===== config.mk =====
export PLATFORM = sky130hd
export DESIGN_NAME = printer_port_pin_logic
export DESIGN_NICKNAME = d
export VERILOG_FILES = /design/src/core/pport_pkg.sv /design/src/core/bit_synchronizer.sv /design/src/core/irq_status_bank.sv /design/src/core/printer_port_pin_logic.sv
export VERILOG_INCLUDE_DIRS = /design/src /design/src/core
export SDC_FILE = /design/constraint.sdc
export NUM_CORES = 1
export LEC_CHECK = 0
export ABC_AREA = 0
export CORE_MARGIN = 2
export CORE_UTILIZATION = 57
export DETAILED_ROUTE_END_ITERATION = 10
export DONT_BUFFER_PORTS = 1
export PLACE_DENSITY_LB_ADDON = 0.2
export SLEW_MARGIN = 20
export SYNTH_ARGS = -nofsm -noshare
export SYNTH_HDL_FRONTEND = slang
export SYNTH_SLANG_ARGS = --single-unit

===== constraint.sdc =====
create_clock -name clock -period 2.3 [get_ports clock]
set_input_delay 0.23 -clock clock [delete_from_list [all_inputs] [get_ports clock]]
set_output_delay 0.23 -clock clock [all_outputs]
set_load 0.02 [all_outputs]

===== src/core/pport_map.svh =====
`ifndef PPORT_MAP_SVH
`define PPORT_MAP_SVH

// ----------------------------------------------------------------
// Register offsets on the host port.
// ----------------------------------------------------------------
`define PP_REG_DATA      3'h0
`define PP_REG_STATUS    3'h1
`define PP_REG_CONTROL   3'h2
`define PP_REG_EPP_ADDR  3'h3
`define PP_REG_EPP_DATA  3'h4
`define PP_REG_CONFIG    3'h5
`define PP_REG_IRQ_STAT  3'h6
`define PP_REG_IRQ_MASK  3'h7

// ----------------------------------------------------------------
// Field positions and reset values.
// ----------------------------------------------------------------
`define PP_CTL_STROBE    0
`define PP_CTL_AUTOLF    1
`define PP_CTL_INIT      2
`define PP_CTL_SELECT    3
`define PP_CTL_DIR       5
`define PP_CTL_RESET     8'h00
`define PP_CFG_ENABLE    0
`define PP_CFG_EPP       1
`define PP_CFG_RESET     8'h00
`define PP_STS_TIMEOUT   0
`define PP_STS_FAULT     3
`define PP_STS_SELECT    4
`define PP_STS_PAPER     5
`define PP_STS_ACK       6
`define PP_STS_NBUSY     7
`define PP_IRQ_ACK       0
`define PP_IRQ_FAULT     1
`define PP_IRQ_PAPER     2
`define PP_IRQ_EPP_DONE  3
`define PP_IRQ_EPP_TMO   4
`define PP_IRQ_COUNT     5
`define PP_SYNC_RESET    13'h1200
`define PP_PIN_BUSY      8
`define PP_PIN_ACK       9
`define PP_PIN_PAPER     10
`define PP_PIN_SELECT    11
`define PP_PIN_FAULT     12
`define PP_PIN_COUNT     13

// ----------------------------------------------------------------
// Timing.
// ----------------------------------------------------------------
`define PP_CLK_PERIOD_NS   10
`define PP_EPP_TIMEOUT_NS  10000
`define PP_EPP_TIMEOUT_CYC (`PP_EPP_TIMEOUT_NS / `PP_CLK_PERIOD_NS)

`endif


===== src/core/pport_pkg.sv =====
`default_nettype none
`include "pport_map.svh"

package pport_pkg;

  localparam int TMR_W = 16;
  typedef logic [TMR_W-1:0] timer_t;

  // Enhanced cycle sequencer, one-hot.
  typedef enum logic [2:0] {
    EPP_IDLE    = 3'h1,
    EPP_STROBE  = 3'h2,
    EPP_RELEASE = 3'h4
  } eppState_t;

  typedef struct packed {
    logic [7:0] dataReg;
    logic [7:0] ctrl;
    logic [7:0] cfg;
    logic [7:0] eppByte;
    logic [7:0] rdData;
    logic [7:0] pdOut;
    eppState_t  eppState;
    timer_t     timer;
    logic       eppWrite;
    logic       eppIsAddr;
    logic       timedOut;
    logic       prevAck;
    logic       prevFault;
    logic       prevPaper;
    logic       strobe_b;
    logic       autoLf_b;
    logic       init_b;
    logic       select_b;
    logic       ctrlOe_b;
    logic       pdOe_b;
    logic       rdyOe_b;
    logic       rdyOut;
  } portState_t;

  localparam portState_t STATE_RST = '{
    dataReg: 8'h00, ctrl: `PP_CTL_RESET, cfg: `PP_CFG_RESET,
    eppByte: 8'h00, rdData: 8'h00, pdOut: 8'h00,
    eppState: EPP_IDLE, timer: '0, eppWrite: 1'b0, eppIsAddr: 1'b0,
    timedOut: 1'b0, prevAck: 1'b1, prevFault: 1'b1, prevPaper: 1'b0,
    strobe_b: 1'b1, autoLf_b: 1'b1, init_b: 1'b0, select_b: 1'b1,
    ctrlOe_b: 1'b1, pdOe_b: 1'b1, rdyOe_b: 1'b1, rdyOut: 1'b0};

endpackage

`default_nettype wire


===== src/core/bit_synchronizer.sv =====
`default_nettype none

module bit_synchronizer #(
  parameter int unsigned      WIDTH   = 1,
  parameter logic [WIDTH-1:0] RST_VAL = '0
) (
  input  wire logic             clock,
  input  wire logic             rst_b,
  input  wire logic [WIDTH-1:0] din,
  output logic      [WIDTH-1:0] dout
);

  if (WIDTH < 1) begin : g_bad_width
    $error("bit_synchronizer needs WIDTH of at least 1");
  end

  typedef struct packed {
    logic [WIDTH-1:0] meta;
    logic [WIDTH-1:0] stable;
  } sync_t;

  sync_t state_q;
  sync_t state_d;

  // The first stage feeds only the second stage.
  always_comb begin
    state_d.meta   = din;
    state_d.stable = state_q.meta;
  end

  // Both stages load the idle level of each pin at reset.
  always_ff @(posedge clock or negedge rst_b) begin
    if (!rst_b) begin
      state_q <= '{meta: RST_VAL, stable: RST_VAL};
    end else begin
      state_q <= state_d;
    end
  end

  assign dout = state_q.stable;
endmodule // bit_synchronizer

`default_nettype wire


===== src/core/irq_status_bank.sv =====
`default_nettype none

module irq_status_bank #(
  parameter int unsigned N = 1
) (
  input  wire logic         clock,
  input  wire logic         rst_b,
  input  wire logic [N-1:0] eventIn,
  input  wire logic         maskWrite,
  input  wire logic [N-1:0] maskData,
  input  wire logic         statusRead,
  output logic      [N-1:0] status,
  output logic      [N-1:0] mask,
  output logic              irq
);

  if (N < 1 || N > 8) begin : g_bad_n
    $error("irq_status_bank serves 1 to 8 events");
  end

  typedef struct packed {
    logic [N-1:0] status;
    logic [N-1:0] mask;
    logic         irq;
  } irqState_t;

  irqState_t state_q;
  irqState_t state_d;

  // A read clears the sticky bits; an event in that cycle still sets.
  always_comb begin
    state_d        = state_q;
    state_d.status = (state_q.status & ~{N{statusRead}}) | eventIn;
    if (maskWrite) begin
      state_d.mask = maskData;
    end
    state_d.irq = |(state_d.status & state_d.mask);
  end

  // Registers the bank.
  always_ff @(posedge clock or negedge rst_b) begin
    if (!rst_b) begin
      state_q <= '0;
    end else begin
      state_q <= state_d;
    end
  end

  assign status = state_q.status;
  assign mask   = state_q.mask;
  assign irq    = state_q.irq;
endmodule // irq_status_bank

`default_nettype wire


===== src/core/printer_port_pin_logic.sv =====
// Design decisions made here: strobed register access and the register addresses.
`default_nettype none
`include "pport_map.svh"

module printer_port_pin_logic
  import pport_pkg::*;
#(
  parameter int unsigned TIMEOUT_CYCLES = `PP_EPP_TIMEOUT_CYC
) (
  input  wire logic       clock,
  input  wire logic       rst_b,
  input  wire logic [2:0] addr,
  input  wire logic [7:0] wrData,
  input  wire logic       wrStrobe,
  input  wire logic       rdStrobe,
  output logic      [7:0] rdData,
  output logic            irq,
  input  wire logic [7:0] portDataIn,
  output logic      [7:0] portDataOut,
  output logic            portDataOe_b,
  output logic            dataStrobe_b,
  output logic            autoLineFeed_b,
  output logic            initPrinter_b,
  output logic            selectPrinterOut_b,
  output logic            ctrlOe_b,
  input  wire logic       busy,
  input  wire logic       ack_b,
  input  wire logic       paperOut,
  input  wire logic       printerSelectedIn,
  input  wire logic       fault_b,
  output logic            chanReadyOut,
  output logic            chanReadyOe_b
);

  localparam int    IN_W     = `PP_PIN_COUNT;
  localparam timer_t TMR_LAST = timer_t'(TIMEOUT_CYCLES - 1);

  if (TIMEOUT_CYCLES < 1 || TIMEOUT_CYCLES > (2 ** TMR_W)) begin : g_bad
    $error("TIMEOUT_CYCLES does not fit the cycle timer");
  end

  // ----------------------------------------------------------------
  // Decoding shared by the write, read and sequencer logic.
  // ----------------------------------------------------------------
  function automatic logic hit(input logic [2:0] a, input logic [2:0] r);
    hit = (a == r);
  endfunction

  function automatic logic isEppReg(input logic [2:0] a);
    isEppReg = hit(a, `PP_REG_EPP_ADDR) || hit(a, `PP_REG_EPP_DATA);
  endfunction

  portState_t                    state_q;
  portState_t                    state_d;
  logic       [IN_W-1:0]         pinSync;
  logic                          en;
  logic                          eppMode;
  logic                          eppStart;
  logic                          eppActive;
  logic                          strobeOn;
  logic                          gBusy;
  logic                          gAck_b;
  logic                          gPaper;
  logic                          gSel;
  logic                          gFault_b;
  logic       [7:0]              gData;
  logic       [7:0]              statusByte;
  logic                          eppDone;
  logic                          eppTmo;
  logic       [`PP_IRQ_COUNT-1:0] events;
  logic       [`PP_IRQ_COUNT-1:0] irqStatus;
  logic       [`PP_IRQ_COUNT-1:0] irqMask;

  // ----------------------------------------------------------------
  // Pin inputs.
  // ----------------------------------------------------------------

  // Every printer pin and the data lines pass two flip-flops.
  bit_synchronizer #(
    .WIDTH   (IN_W),
    .RST_VAL (`PP_SYNC_RESET)
  ) u_pin_sync (
    .clock (clock),
    .rst_b (rst_b),
    .din   ({fault_b, printerSelectedIn, paperOut, ack_b, busy,
             portDataIn}),
    .dout  (pinSync)
  );

  // A disabled port sees its inputs held at their idle levels.
  assign en       = state_q.cfg[`PP_CFG_ENABLE];
  assign eppMode  = en & state_q.cfg[`PP_CFG_EPP];
  assign gBusy    = en & pinSync[`PP_PIN_BUSY];
  assign gAck_b   = ~en | pinSync[`PP_PIN_ACK];
  assign gPaper   = en & pinSync[`PP_PIN_PAPER];
  assign gSel     = en & pinSync[`PP_PIN_SELECT];
  assign gFault_b = ~en | pinSync[`PP_PIN_FAULT];
  assign gData    = en ? pinSync[7:0] : 8'h00;

  // Status byte as software reads it.
  always_comb begin
    statusByte                  = 8'h00;
    statusByte[`PP_STS_TIMEOUT] = state_q.timedOut;
    statusByte[`PP_STS_FAULT]   = gFault_b;
    statusByte[`PP_STS_SELECT]  = gSel;
    statusByte[`PP_STS_PAPER]   = gPaper;
    statusByte[`PP_STS_ACK]     = gAck_b;
    statusByte[`PP_STS_NBUSY]   = ~gBusy;
  end

  // ----------------------------------------------------------------
  // Event flags and interrupt.
  // ----------------------------------------------------------------

  // Falling acknowledge, falling fault and rising paper out are events.
  always_comb begin
    events                   = '0;
    events[`PP_IRQ_ACK]      = state_q.prevAck & ~gAck_b;
    events[`PP_IRQ_FAULT]    = state_q.prevFault & ~gFault_b;
    events[`PP_IRQ_PAPER]    = ~state_q.prevPaper & gPaper;
    events[`PP_IRQ_EPP_DONE] = eppDone;
    events[`PP_IRQ_EPP_TMO]  = eppTmo;
  end

  irq_status_bank #(
    .N (`PP_IRQ_COUNT)
  ) u_irq (
    .clock      (clock),
    .rst_b      (rst_b),
    .eventIn    (events),
    .maskWrite  (wrStrobe && hit(addr, `PP_REG_IRQ_MASK)),
    .maskData   (wrData[`PP_IRQ_COUNT-1:0]),
    .statusRead (rdStrobe && hit(addr, `PP_REG_IRQ_STAT)),
    .status     (irqStatus),
    .mask       (irqMask),
    .irq        (irq)
  );

  // ----------------------------------------------------------------
  // Next state.
  // ----------------------------------------------------------------
  assign eppStart = eppMode && state_q.eppState == EPP_IDLE &&
                    (wrStrobe || rdStrobe) && isEppReg(addr);

  always_comb begin
    state_d           = state_q;
    eppDone           = 1'b0;
    eppTmo            = 1'b0;
    state_d.rdData    = 8'h00;
    state_d.prevAck   = gAck_b;
    state_d.prevFault = gFault_b;
    state_d.prevPaper = gPaper;
    state_d.rdyOut    = 1'b0;

    // Host writes; a one written to the timeout bit clears it.
    if (wrStrobe) begin
      case (addr)
        `PP_REG_DATA:    state_d.dataReg = wrData;
        `PP_REG_CONTROL: state_d.ctrl = wrData;
        `PP_REG_CONFIG:  state_d.cfg = wrData;
        `PP_REG_STATUS:  state_d.timedOut =
          state_q.timedOut & ~wrData[`PP_STS_TIMEOUT];
        default: ;
      endcase
    end

    // Host reads, answered in the next cycle only.
    if (rdStrobe) begin
      case (addr)
        `PP_REG_DATA:     state_d.rdData =
          state_q.ctrl[`PP_CTL_DIR] ? gData : state_q.dataReg;
        `PP_REG_STATUS:   state_d.rdData = statusByte;
        `PP_REG_CONTROL:  state_d.rdData = state_q.ctrl;
        `PP_REG_EPP_ADDR: state_d.rdData = state_q.eppByte;
        `PP_REG_EPP_DATA: state_d.rdData = state_q.eppByte;
        `PP_REG_CONFIG:   state_d.rdData = state_q.cfg;
        `PP_REG_IRQ_STAT: state_d.rdData = 8'(irqStatus);
        `PP_REG_IRQ_MASK: state_d.rdData = 8'(irqMask);
        default:          state_d.rdData = 8'h00;
      endcase
    end

    // Enhanced cycle: strobe until busy rises, release until it falls.
    case (state_q.eppState)
      EPP_IDLE: ;
      EPP_STROBE: begin
        if (gBusy) begin
          if (!state_q.eppWrite) begin
            state_d.eppByte = gData;
          end
          state_d.eppState = EPP_RELEASE;
          state_d.timer    = '0;
        end else if (state_q.timer == TMR_LAST) begin
          eppTmo           = 1'b1;
          state_d.eppState = EPP_IDLE;
        end else begin
          state_d.timer = state_q.timer + timer_t'(1);
        end
      end
      EPP_RELEASE: begin
        if (!gBusy) begin
          eppDone          = 1'b1;
          state_d.eppState = EPP_IDLE;
        end else if (state_q.timer == TMR_LAST) begin
          eppTmo           = 1'b1;
          state_d.eppState = EPP_IDLE;
        end else begin
          state_d.timer = state_q.timer + timer_t'(1);
        end
      end
      default: state_d.eppState = EPP_IDLE;
    endcase

    // A new cycle starts only from idle; writes while busy are dropped.
    if (eppStart) begin
      state_d.eppWrite  = wrStrobe;
      state_d.eppIsAddr = hit(addr, `PP_REG_EPP_ADDR);
      state_d.eppState  = EPP_STROBE;
      state_d.timer     = '0;
      if (wrStrobe) begin
        state_d.eppByte = wrData;
      end
    end

    // Leaving enhanced mode or disabling abandons the cycle.
    if (!eppMode) begin
      state_d.eppState = EPP_IDLE;
    end

    // A timeout sets the sticky status bit; the set wins over a clear.
    if (eppTmo) begin
      state_d.timedOut = 1'b1;
    end

    // Pin drive from the next register and sequencer values.
    eppActive = state_d.eppState != EPP_IDLE;
    strobeOn  = state_d.eppState == EPP_STROBE;
    if (eppActive) begin
      state_d.strobe_b = ~state_d.eppWrite;
      state_d.autoLf_b = ~(strobeOn & ~state_d.eppIsAddr);
      state_d.select_b = ~(strobeOn & state_d.eppIsAddr);
      state_d.pdOut    = state_d.eppByte;
      state_d.pdOe_b   = ~(en & state_d.eppWrite);
    end else begin
      state_d.strobe_b = ~state_d.ctrl[`PP_CTL_STROBE];
      state_d.autoLf_b = ~state_d.ctrl[`PP_CTL_AUTOLF];
      state_d.select_b = ~state_d.ctrl[`PP_CTL_SELECT];
      state_d.pdOut    = state_d.dataReg;
      // Lines are released when reading or disabled.
      state_d.pdOe_b   = ~(state_d.cfg[`PP_CFG_ENABLE] &
                           ~state_d.ctrl[`PP_CTL_DIR]);
    end
    state_d.init_b   = state_d.ctrl[`PP_CTL_INIT];
    state_d.ctrlOe_b = ~state_d.cfg[`PP_CFG_ENABLE];
    state_d.rdyOe_b  = ~eppActive;
  end

  // ----------------------------------------------------------------
  // State register.
  // ----------------------------------------------------------------
  always_ff @(posedge clock or negedge rst_b) begin
    if (!rst_b) begin
      state_q <= STATE_RST;
    end else begin
      state_q <= state_d;
    end
  end

  // Every output comes straight from a flip-flop.
  assign rdData             = state_q.rdData;
  assign portDataOut        = state_q.pdOut;
  assign portDataOe_b       = state_q.pdOe_b;
  assign dataStrobe_b       = state_q.strobe_b;
  assign autoLineFeed_b     = state_q.autoLf_b;
  assign initPrinter_b      = state_q.init_b;
  assign selectPrinterOut_b = state_q.select_b;
  assign ctrlOe_b           = state_q.ctrlOe_b;
  assign chanReadyOut       = state_q.rdyOut;
  assign chanReadyOe_b      = state_q.rdyOe_b;
endmodule // printer_port_pin_logic

`default_nettype wire


==> impl_metrics.ini, run 1 <==
[synth]
synth_ff_type = dfrtp_1
ys_async_sr_fraction_pct = 100.0
syn_nets = 492
synth_top_area_share_pct = 48.38
yosysUniqueCellTypes = 57
synth.ff_latch_count = 116
synth_top_area_cell = dfrtp_1
synth_edf_count = 0
avgSynthCellArea_sq_um = 11.51
seq_area_frac_synth_pct = 54.79
ys_warn_count = 0
netlist_area_sq_um = 5328
synth_area_leaders = dfrtp_1 (48%), mux2_2 (7.2%), dfstp_2 (6.4%)
synth_cells = 463

[die]
start_util_pct = 58.21
core_sq_um = 9153
die_w_microns = 100.7
chipHeight_microns = 100.7
die_area_sq_um = 10140
rows = 35
io_pins = 53

[routing]
drc = 0
first_pass_iters = 5
post_drt_wl_per_cell_microns = 20.99
routed.top_layer = met4
routed-wl-met2_mm = 6.511
drt-met1-wl_mm = 5.451
dr_total_vias = 3676
drtAntennaViolNets = 0
drtIter0Drc = 362
wl_met3_microns = 667
avgViaCountPerCell = 6.046
routed_wl_mm = 12.76

[worst_hold_path]
hold_path_class = in2async

[critical_path]
path_buf_inv = 1
crit_cells = 7
criticalPathCategory = reg2reg
cp_max_fo = 5
r2r_setup_slack_ns = 0.13
endpoint = portDataOut[3]$_DFF_PN0_
cp_data_required_time_ns = 2.70
endpoint_kind = register
r2r_start = state_q[14]$_DFFE_PN0P_
critPathLaunchType = register
crit_slowest_cell = dfrtp_1
cp_top_family = simple AND/OR/NAND/NOR gates
cpPeakStageDelay_ns = 0.41
cp_cell_sequence = ha_1, and4b_1, nand4_1, nand2b_1, a311oi_4, buf_4, mux2_4
r2r_end = portDataOut[3]$_DFF_PN0_
cp_data_arrival_time_ns = 2.57
worstRegToRegCells = 7
critPathLaunch = state_q[14]$_DFFE_PN0P_

[sta]
finalWorstSetupSlack_ns = 0.1316
post-route-period-util_pct = 94.28
rsz0062_at_grt = no
hold_viol_final = 116
relSlewSlack_pct = 50.15
whs_ns = -0.5923
fin_skew_ns = 0.009837
report.final.slew_viol_count = 0
fmax_mhz = 461.2
setup_viol = 0
worst_slew_pin_slew_ns = 0.7450
final.min_clock_period_ns = 2.168

[final_layout]
drive_above_1_share_pct = 22.94
syn_to_final_growth_pct = 16.04
nets = 513
num_antenna_cells = 0
fin_util_pct = 67.55
finalNonFillerCells = 608

[job]
maxCapViolations = 0

[clocking]
cts_tree = built
cts.sinks = 116
clk-insertion-delay-late_ns = 0.52
cts_root_buffer = clkbuf_8
cts_inserted_buffers = 17
path_clk_slew_ns = 0.06
cts_max_level = 4
ctsHoldBuffers = 27
clockBufferDepth = 2

[place]
place_inst = 547
gp_congestion = 0.8732
portBuffers = 0
preCtsSetupSlack_ns = 0.09185
dp_hpwl_mm = 7.961

[pwr]
power_density_nw_per_um2 = 1004
p_switching_w = 0.001919
p_sw_share_pct = 30.93
p_clk_share_pct = 38.1
p_comb_share_pct = 14.9
p_leak_nw = 2.642
seqPwrFrac_pct = 47.0
ir_drop_mv = 0.5359
intPower_w = 0.004286

[global_route]
first_global_vias = 3666
grt_pass1_wl_mm = 20.51
grt_max_degree = 117
overflow = 0
grtUsageTotal_pct = 27.12
antenna_found_initial = 0

[outcome]
violations = hold timing
status = finished, violations left
power by group through the flow:
stage | Clock (W) | Sequential (W) | Combinational, W
2_1_floorplan | 0 | 0.00274 | 0.000843
3_3_place_gp | 0 | 0.00292 | 0.000825
3_5_place_dp | 0 | 0.00293 | 0.000855
4_1_cts | 0.00240 | 0.00291 | 0.000921
5_1_grt | 0.00250 | 0.00296 | 0.00102
6_report | 0.00237 | 0.00292 | 0.000923
cell families after synthesis:
logic type	Yosys count	share of synthesized area [%]
AOI/OAI and AO/OA	95	12.71
xor gates and xnor gates	3	0.4933
adders and majority gates	1	0.2348
buffers and inverters	63	5.848
DFF	116	54.79
muxes	61	13.29
other	1	0.07039
and+or+nand+nor	123	12.56
metal layers:
| layer | up-vias | track usage (%) |
|---|---|---|
| met2 | 113 | 43.64 |
| met3 | 12 | 6.311 |
| met1 | 1863 | 36.04 |
| met4 | 0 | 10.01 |
| met5 | - | 0 |
| li1 | 1688 | - |
state kept, by name (all words and copies together) (netlist names):
register and cells:
portDataOut 8, u_pin_sync.state_d 13, dataStrobe_b 1, chanReadyOe_b 1, autoLineFeed_b 1, state_q 56
ctrlOe_b 1, u_irq.mask 5, selectPrinterOut_b 1, u_pin_sync.dout 13, rdData 8, en 1
portDataOe_b 1, u_irq.status 5, u_irq.irq 1
cells in the mapped netlist (2+ instances only):
| library cell | number |
|---|---|
| a21boi_0 | 2 |
| a21o_1 | 2 |
| a21oi_1 | 9 |
| a221oi_1 | 3 |
| a22o_1 | 2 |
| a22oi_1 | 7 |
| a31oi_1 | 6 |
| a41oi_1 | 2 |
| and2_1 | 8 |
| and3b_1 | 3 |
| buf_4 | 18 |
| clkbuf_1 | 22 |
| dfrtp_1 | 103 |
| dfstp_2 | 13 |
| inv_1 | 21 |
| mux2_2 | 34 |
| mux2_4 | 6 |
| mux2i_1 | 19 |
| mux4_2 | 2 |
| nand2_1 | 33 |
| nand2b_1 | 12 |
| nand3_1 | 17 |
| nand3b_1 | 2 |
| nand4_1 | 9 |
| nand4b_1 | 3 |
| nor2_1 | 10 |
| nor2b_1 | 7 |
| nor3_1 | 4 |
| nor3b_1 | 4 |
| nor4_1 | 4 |
| o2111a_1 | 2 |
| o211a_1 | 2 |
| o211ai_1 | 2 |
| o21ai_0 | 33 |
| o22ai_1 | 2 |
| o2bb2ai_1 | 2 |
| o31ai_1 | 8 |
| o41ai_1 | 3 |
| or2_2 | 2 |
| xor2_1 | 3 |
placed cells by master (no fill, tap or decap), types with 4 or more instances in the layout:
| cell | n |
|---|---|
| nand2_1 | 33 |
| a22oi_1 | 7 |
| dfstp_2 | 13 |
| mux2_4 | 6 |
| mux2_2 | 34 |
| nand4_1 | 9 |
| a31oi_1 | 6 |
| a21oi_1 | 9 |
| nand3_1 | 17 |
| clkinvlp_4 | 4 |
| o21ai_0 | 33 |
| nand2b_1 | 12 |
| nor2b_1 | 7 |
| buf_4 | 16 |
| o31ai_1 | 8 |
| nor2_1 | 10 |
| clkbuf_16 | 16 |
| dlygate4sd3_1 | 27 |
| and2_1 | 8 |
| mux2i_1 | 19 |
| nor3b_1 | 4 |
| dfrtp_1 | 103 |
| inv_1 | 21 |
| inv_6 | 5 |
timing repair:
item,CTS,global route
endpoints found under the setup margin,0,6
setup buffers,0,2
endpoints found under the hold margin,184,116
resized for setup,0,2
through the flow:
step,power (W),instance area [sq um],TNS [ns]
floorplan,0.003585,5336,-0.3555
global placement,0.003742,5353,0
detailed placement,0.003786,5353,0
CTS,0.006225,6158,0
global route,0.006483,6182,0
finish,0.006204,6182,0
worst min path at each step:
| stage | from | slack, ns | depth (start not counted) | endpoint |
|---|---|---|---|---|
| 2_1_floorplan | rst_b | -0.07 | 0 | en$_DFF_PN0_ |
| 3_3_place_gp | rst_b | -0.06 | 0 | rdData[3]$_DFF_PN0_ |
| 3_5_place_dp | rst_b | -0.06 | 0 | rdData[3]$_DFF_PN0_ |
| 4_1_cts | rst_b | -0.62 | 0 | state_q[78]$_DFF_PN0_ |
| 5_1_grt | rst_b | -0.62 | 0 | u_pin_sync.dout[10]$_DFF_PN0_ |
| 6_report | rst_b | -0.59 | 0 | portDataOut[4]$_DFF_PN0_ |
cell type report:
cell class                 count  area [sq um]
fill                         651          2970
sequential                   116          2919
multi-input combinational    284          2108
clock buffer                  17         414.1
timing repair buffer          44         401.6
tap                          111         138.9
clock inverter                15         121.4
inverter                      21         78.83
Power figures use the tool's default switching activity.
==> inputs of run 2 (changes only) <==
==> constraint.sdc (replaced) <==
create_clock -name clock -period 2.3 [get_ports clock]
set_input_delay 0 -clock clock [delete_from_list [all_inputs] [get_ports clock]]
set_output_delay 0 -clock clock [all_outputs]
set_load 0.02 [all_outputs]
==> run 2 against run 1 <==
  * The run still ends with hold timing left
  * Critical path depth shrank 1
  * Maximum frequency down 3.0%
  * Via count increased by 0.30%
  * Clock power is 3% higher
  * Combinational power is 1% higher
  * Die area stayed put
  * Hold slack got worse by 0.23 ns
  * Clock skew fell by 0.0048 ns
  * Critical endpoint is now state_q[60]$_DFFE_PN0P_
  * Largest cell class unchanged
==> impl_metrics.ini, run 2 (synthesis results as in run 1) <==
[die]
chipHeight_microns = 100.7
start_util_pct = 58.21
die_area_sq_um = 10140
rows = 35
die_w_microns = 100.7
core_sq_um = 9153
io_pins = 53

[critical_path]
cp_data_arrival_time_ns = 2.63
endpoint_kind = register
r2r_start = state_q[14]$_DFFE_PN0P_
cp_data_required_time_ns = 2.70
criticalPathCategory = in2reg
cp_max_fo = 21
critPathLaunchType = primary input
critPathLaunch = addr[0]

[global_route]
grtUsageTotal_pct = 25.83
first_global_vias = 3715
antenna_found_initial = 0
grt_pass1_wl_mm = 19.60
overflow = 0
grt_max_degree = 117

[final_layout]
final_common_cell = dfrtp_1
largest_register = state_q
syn_to_final_growth_pct = 17.52
drive_above_1_share_pct = 22.11
num_antenna_cells = 0
largest_register_ffs = 56
fillers = 644
layout_common_cells = dfrtp_1 (103), mux2_2 (34), dlygate4sd3_1 (34)
nets = 518

[pwr]
intPower_w = 0.004478
p_leak_nw = 2.677
ir_drop_mv = 0.7740
seqPwrFrac_pct = 46.3
p_comb_share_pct = 14.8
power_density_nw_per_um2 = 1005
p_clk_share_pct = 38.9
p_switching_w = 0.001817
p_sw_share_pct = 28.86

[routing]
routed_wl_mm = 12.01
drc = 0
first_pass_iters = 4
drtIter0Drc = 336
drtAntennaViolNets = 0
post_drt_wl_per_cell_microns = 19.60
dr_total_vias = 3687
avgViaCountPerCell = 6.015

[sta]
finalSetupTns_ns = 0
fin_skew_ns = 0.004992
whs_ns = -0.8235
relSlewSlack_pct = 38.32
hold_viol_final = 116
report.final.slew_viol_count = 0
setup_viol = 0
rsz0062_at_grt = no
final.min_clock_period_ns = 2.234
fmax_mhz = 447.6
post-route-period-util_pct = 97.14
worst_slew_pin_slew_ns = 0.9222

[worst_hold_path]
hold_path_class = in2async

[clocking]
clockBufferDepth = 2
cts_setup_buffers = 0
cts_root_buffer = clkbuf_8
cts_max_level = 4
cts.sinks = 116
clk-insertion-delay-late_ns = 0.52
path_clk_slew_ns = 0.06
ctsHoldBuffers = 34
cts_tree = built
cts_inserted_buffers = 17

[outcome]
status = finished, violations left
violations = hold timing

[job]
maxCapViolations = 0

[place]
dp_hpwl_mm = 7.558
portBuffers = 0
gp_congestion = 0.8749
==> run 2: cell types whose count changed in the layout (fill, tap and decap cells not counted), sizes merged, moves of 2 or more <==
cell and change:
inv -5, dlygate4sd3 +7, clkbuf +4, buf -2
==> run 2: per-layer routing <==
layer / part of all wire, % / track usage (%) / vias up / wire length (microns)
met1: 44 / 34.41 / 1839 / 5227
met4: 2.5 / 9.905 / 0 / 295
met3: 7.0 / 7.559 / 24 / 843
li1: - / - / 1698 / -
met5: 0 / 0 / - / 0
met2: 47 / 40.15 / 126 / 5646
==> run 2: power groups by stage <==
stage	clock (W)	combinational (W)	sequential [W]
2_1_floorplan	0	0.000842	0.00274
3_3_place_gp	0	0.000790	0.00292
3_5_place_dp	0	0.000817	0.00293
4_1_cts	0.00249	0.000926	0.00291
5_1_grt	0.00260	0.00103	0.00297
6_report	0.00245	0.000933	0.00291
==> run 2: metrics by stage <==
stage          instances  setup slack, ns  total power (W)  util, %  cell area, sq um
3_3_place_gp         547           0.1970         0.003713    58.48              5353
4_1_cts              613           0.1228         0.006322    68.35              6256
6_report             613          0.06569         0.006295    68.41              6261
5_1_grt              613         0.003947         0.006604    68.41              6261
2_1_floorplan        463          0.05748         0.003584        -              5329
3_5_place_dp         547           0.1448         0.003752    58.48              5353
==> run 2: layout make-up <==
type                       count  area (sq um)  area share (%)
clock buffer                  21         459.2           7.334
clock inverter                11         103.9           1.659
multi-input combinational    284          2108           33.67
timing repair buffer          49         452.9           7.234
tap                          111         138.9           2.218
inverter                      21         78.83           1.259
sequential                   116          2919           46.62
==> run 2: what timing repair did <==
item / 4_1_cts / 5_1_grt
setup endpoints to repair: 0 / 10
resized for setup: 0 / 1
endpoints found under the hold margin: 196 / 116
==> run 2: worst max-delay path: stages <==
cell and delay (ns):
dlygate4sd3_1 1.14, nor2b_1 0.25, nand3_1 0.13, buf_4 0.25, mux2_2 0.29, dlygate4sd3_1 0.57
==> run 2: final timing paths <==
| check | to | slack [ns] | cells after the start |
|---|---|---|---|
| worst max register to register | portDataOut[0]$_DFF_PN0_ | 0.13 | 7 |
| worst min register to register | u_pin_sync.dout[4]$_DFF_PN0_ | 0.35 | 0 |
| max in group asynchronous | autoLineFeed_b$_DFF_PN1_ | 2.91 | 0 |
| worst min-delay path | portDataOut[2]$_DFF_PN0_ | -0.82 | 0 |
| min in group clock | u_pin_sync.state_d[12]$_DFF_PN1_ | 0.02 | 1 |
| worst max-delay path | state_q[60]$_DFFE_PN0P_ | 0.07 | 6 |
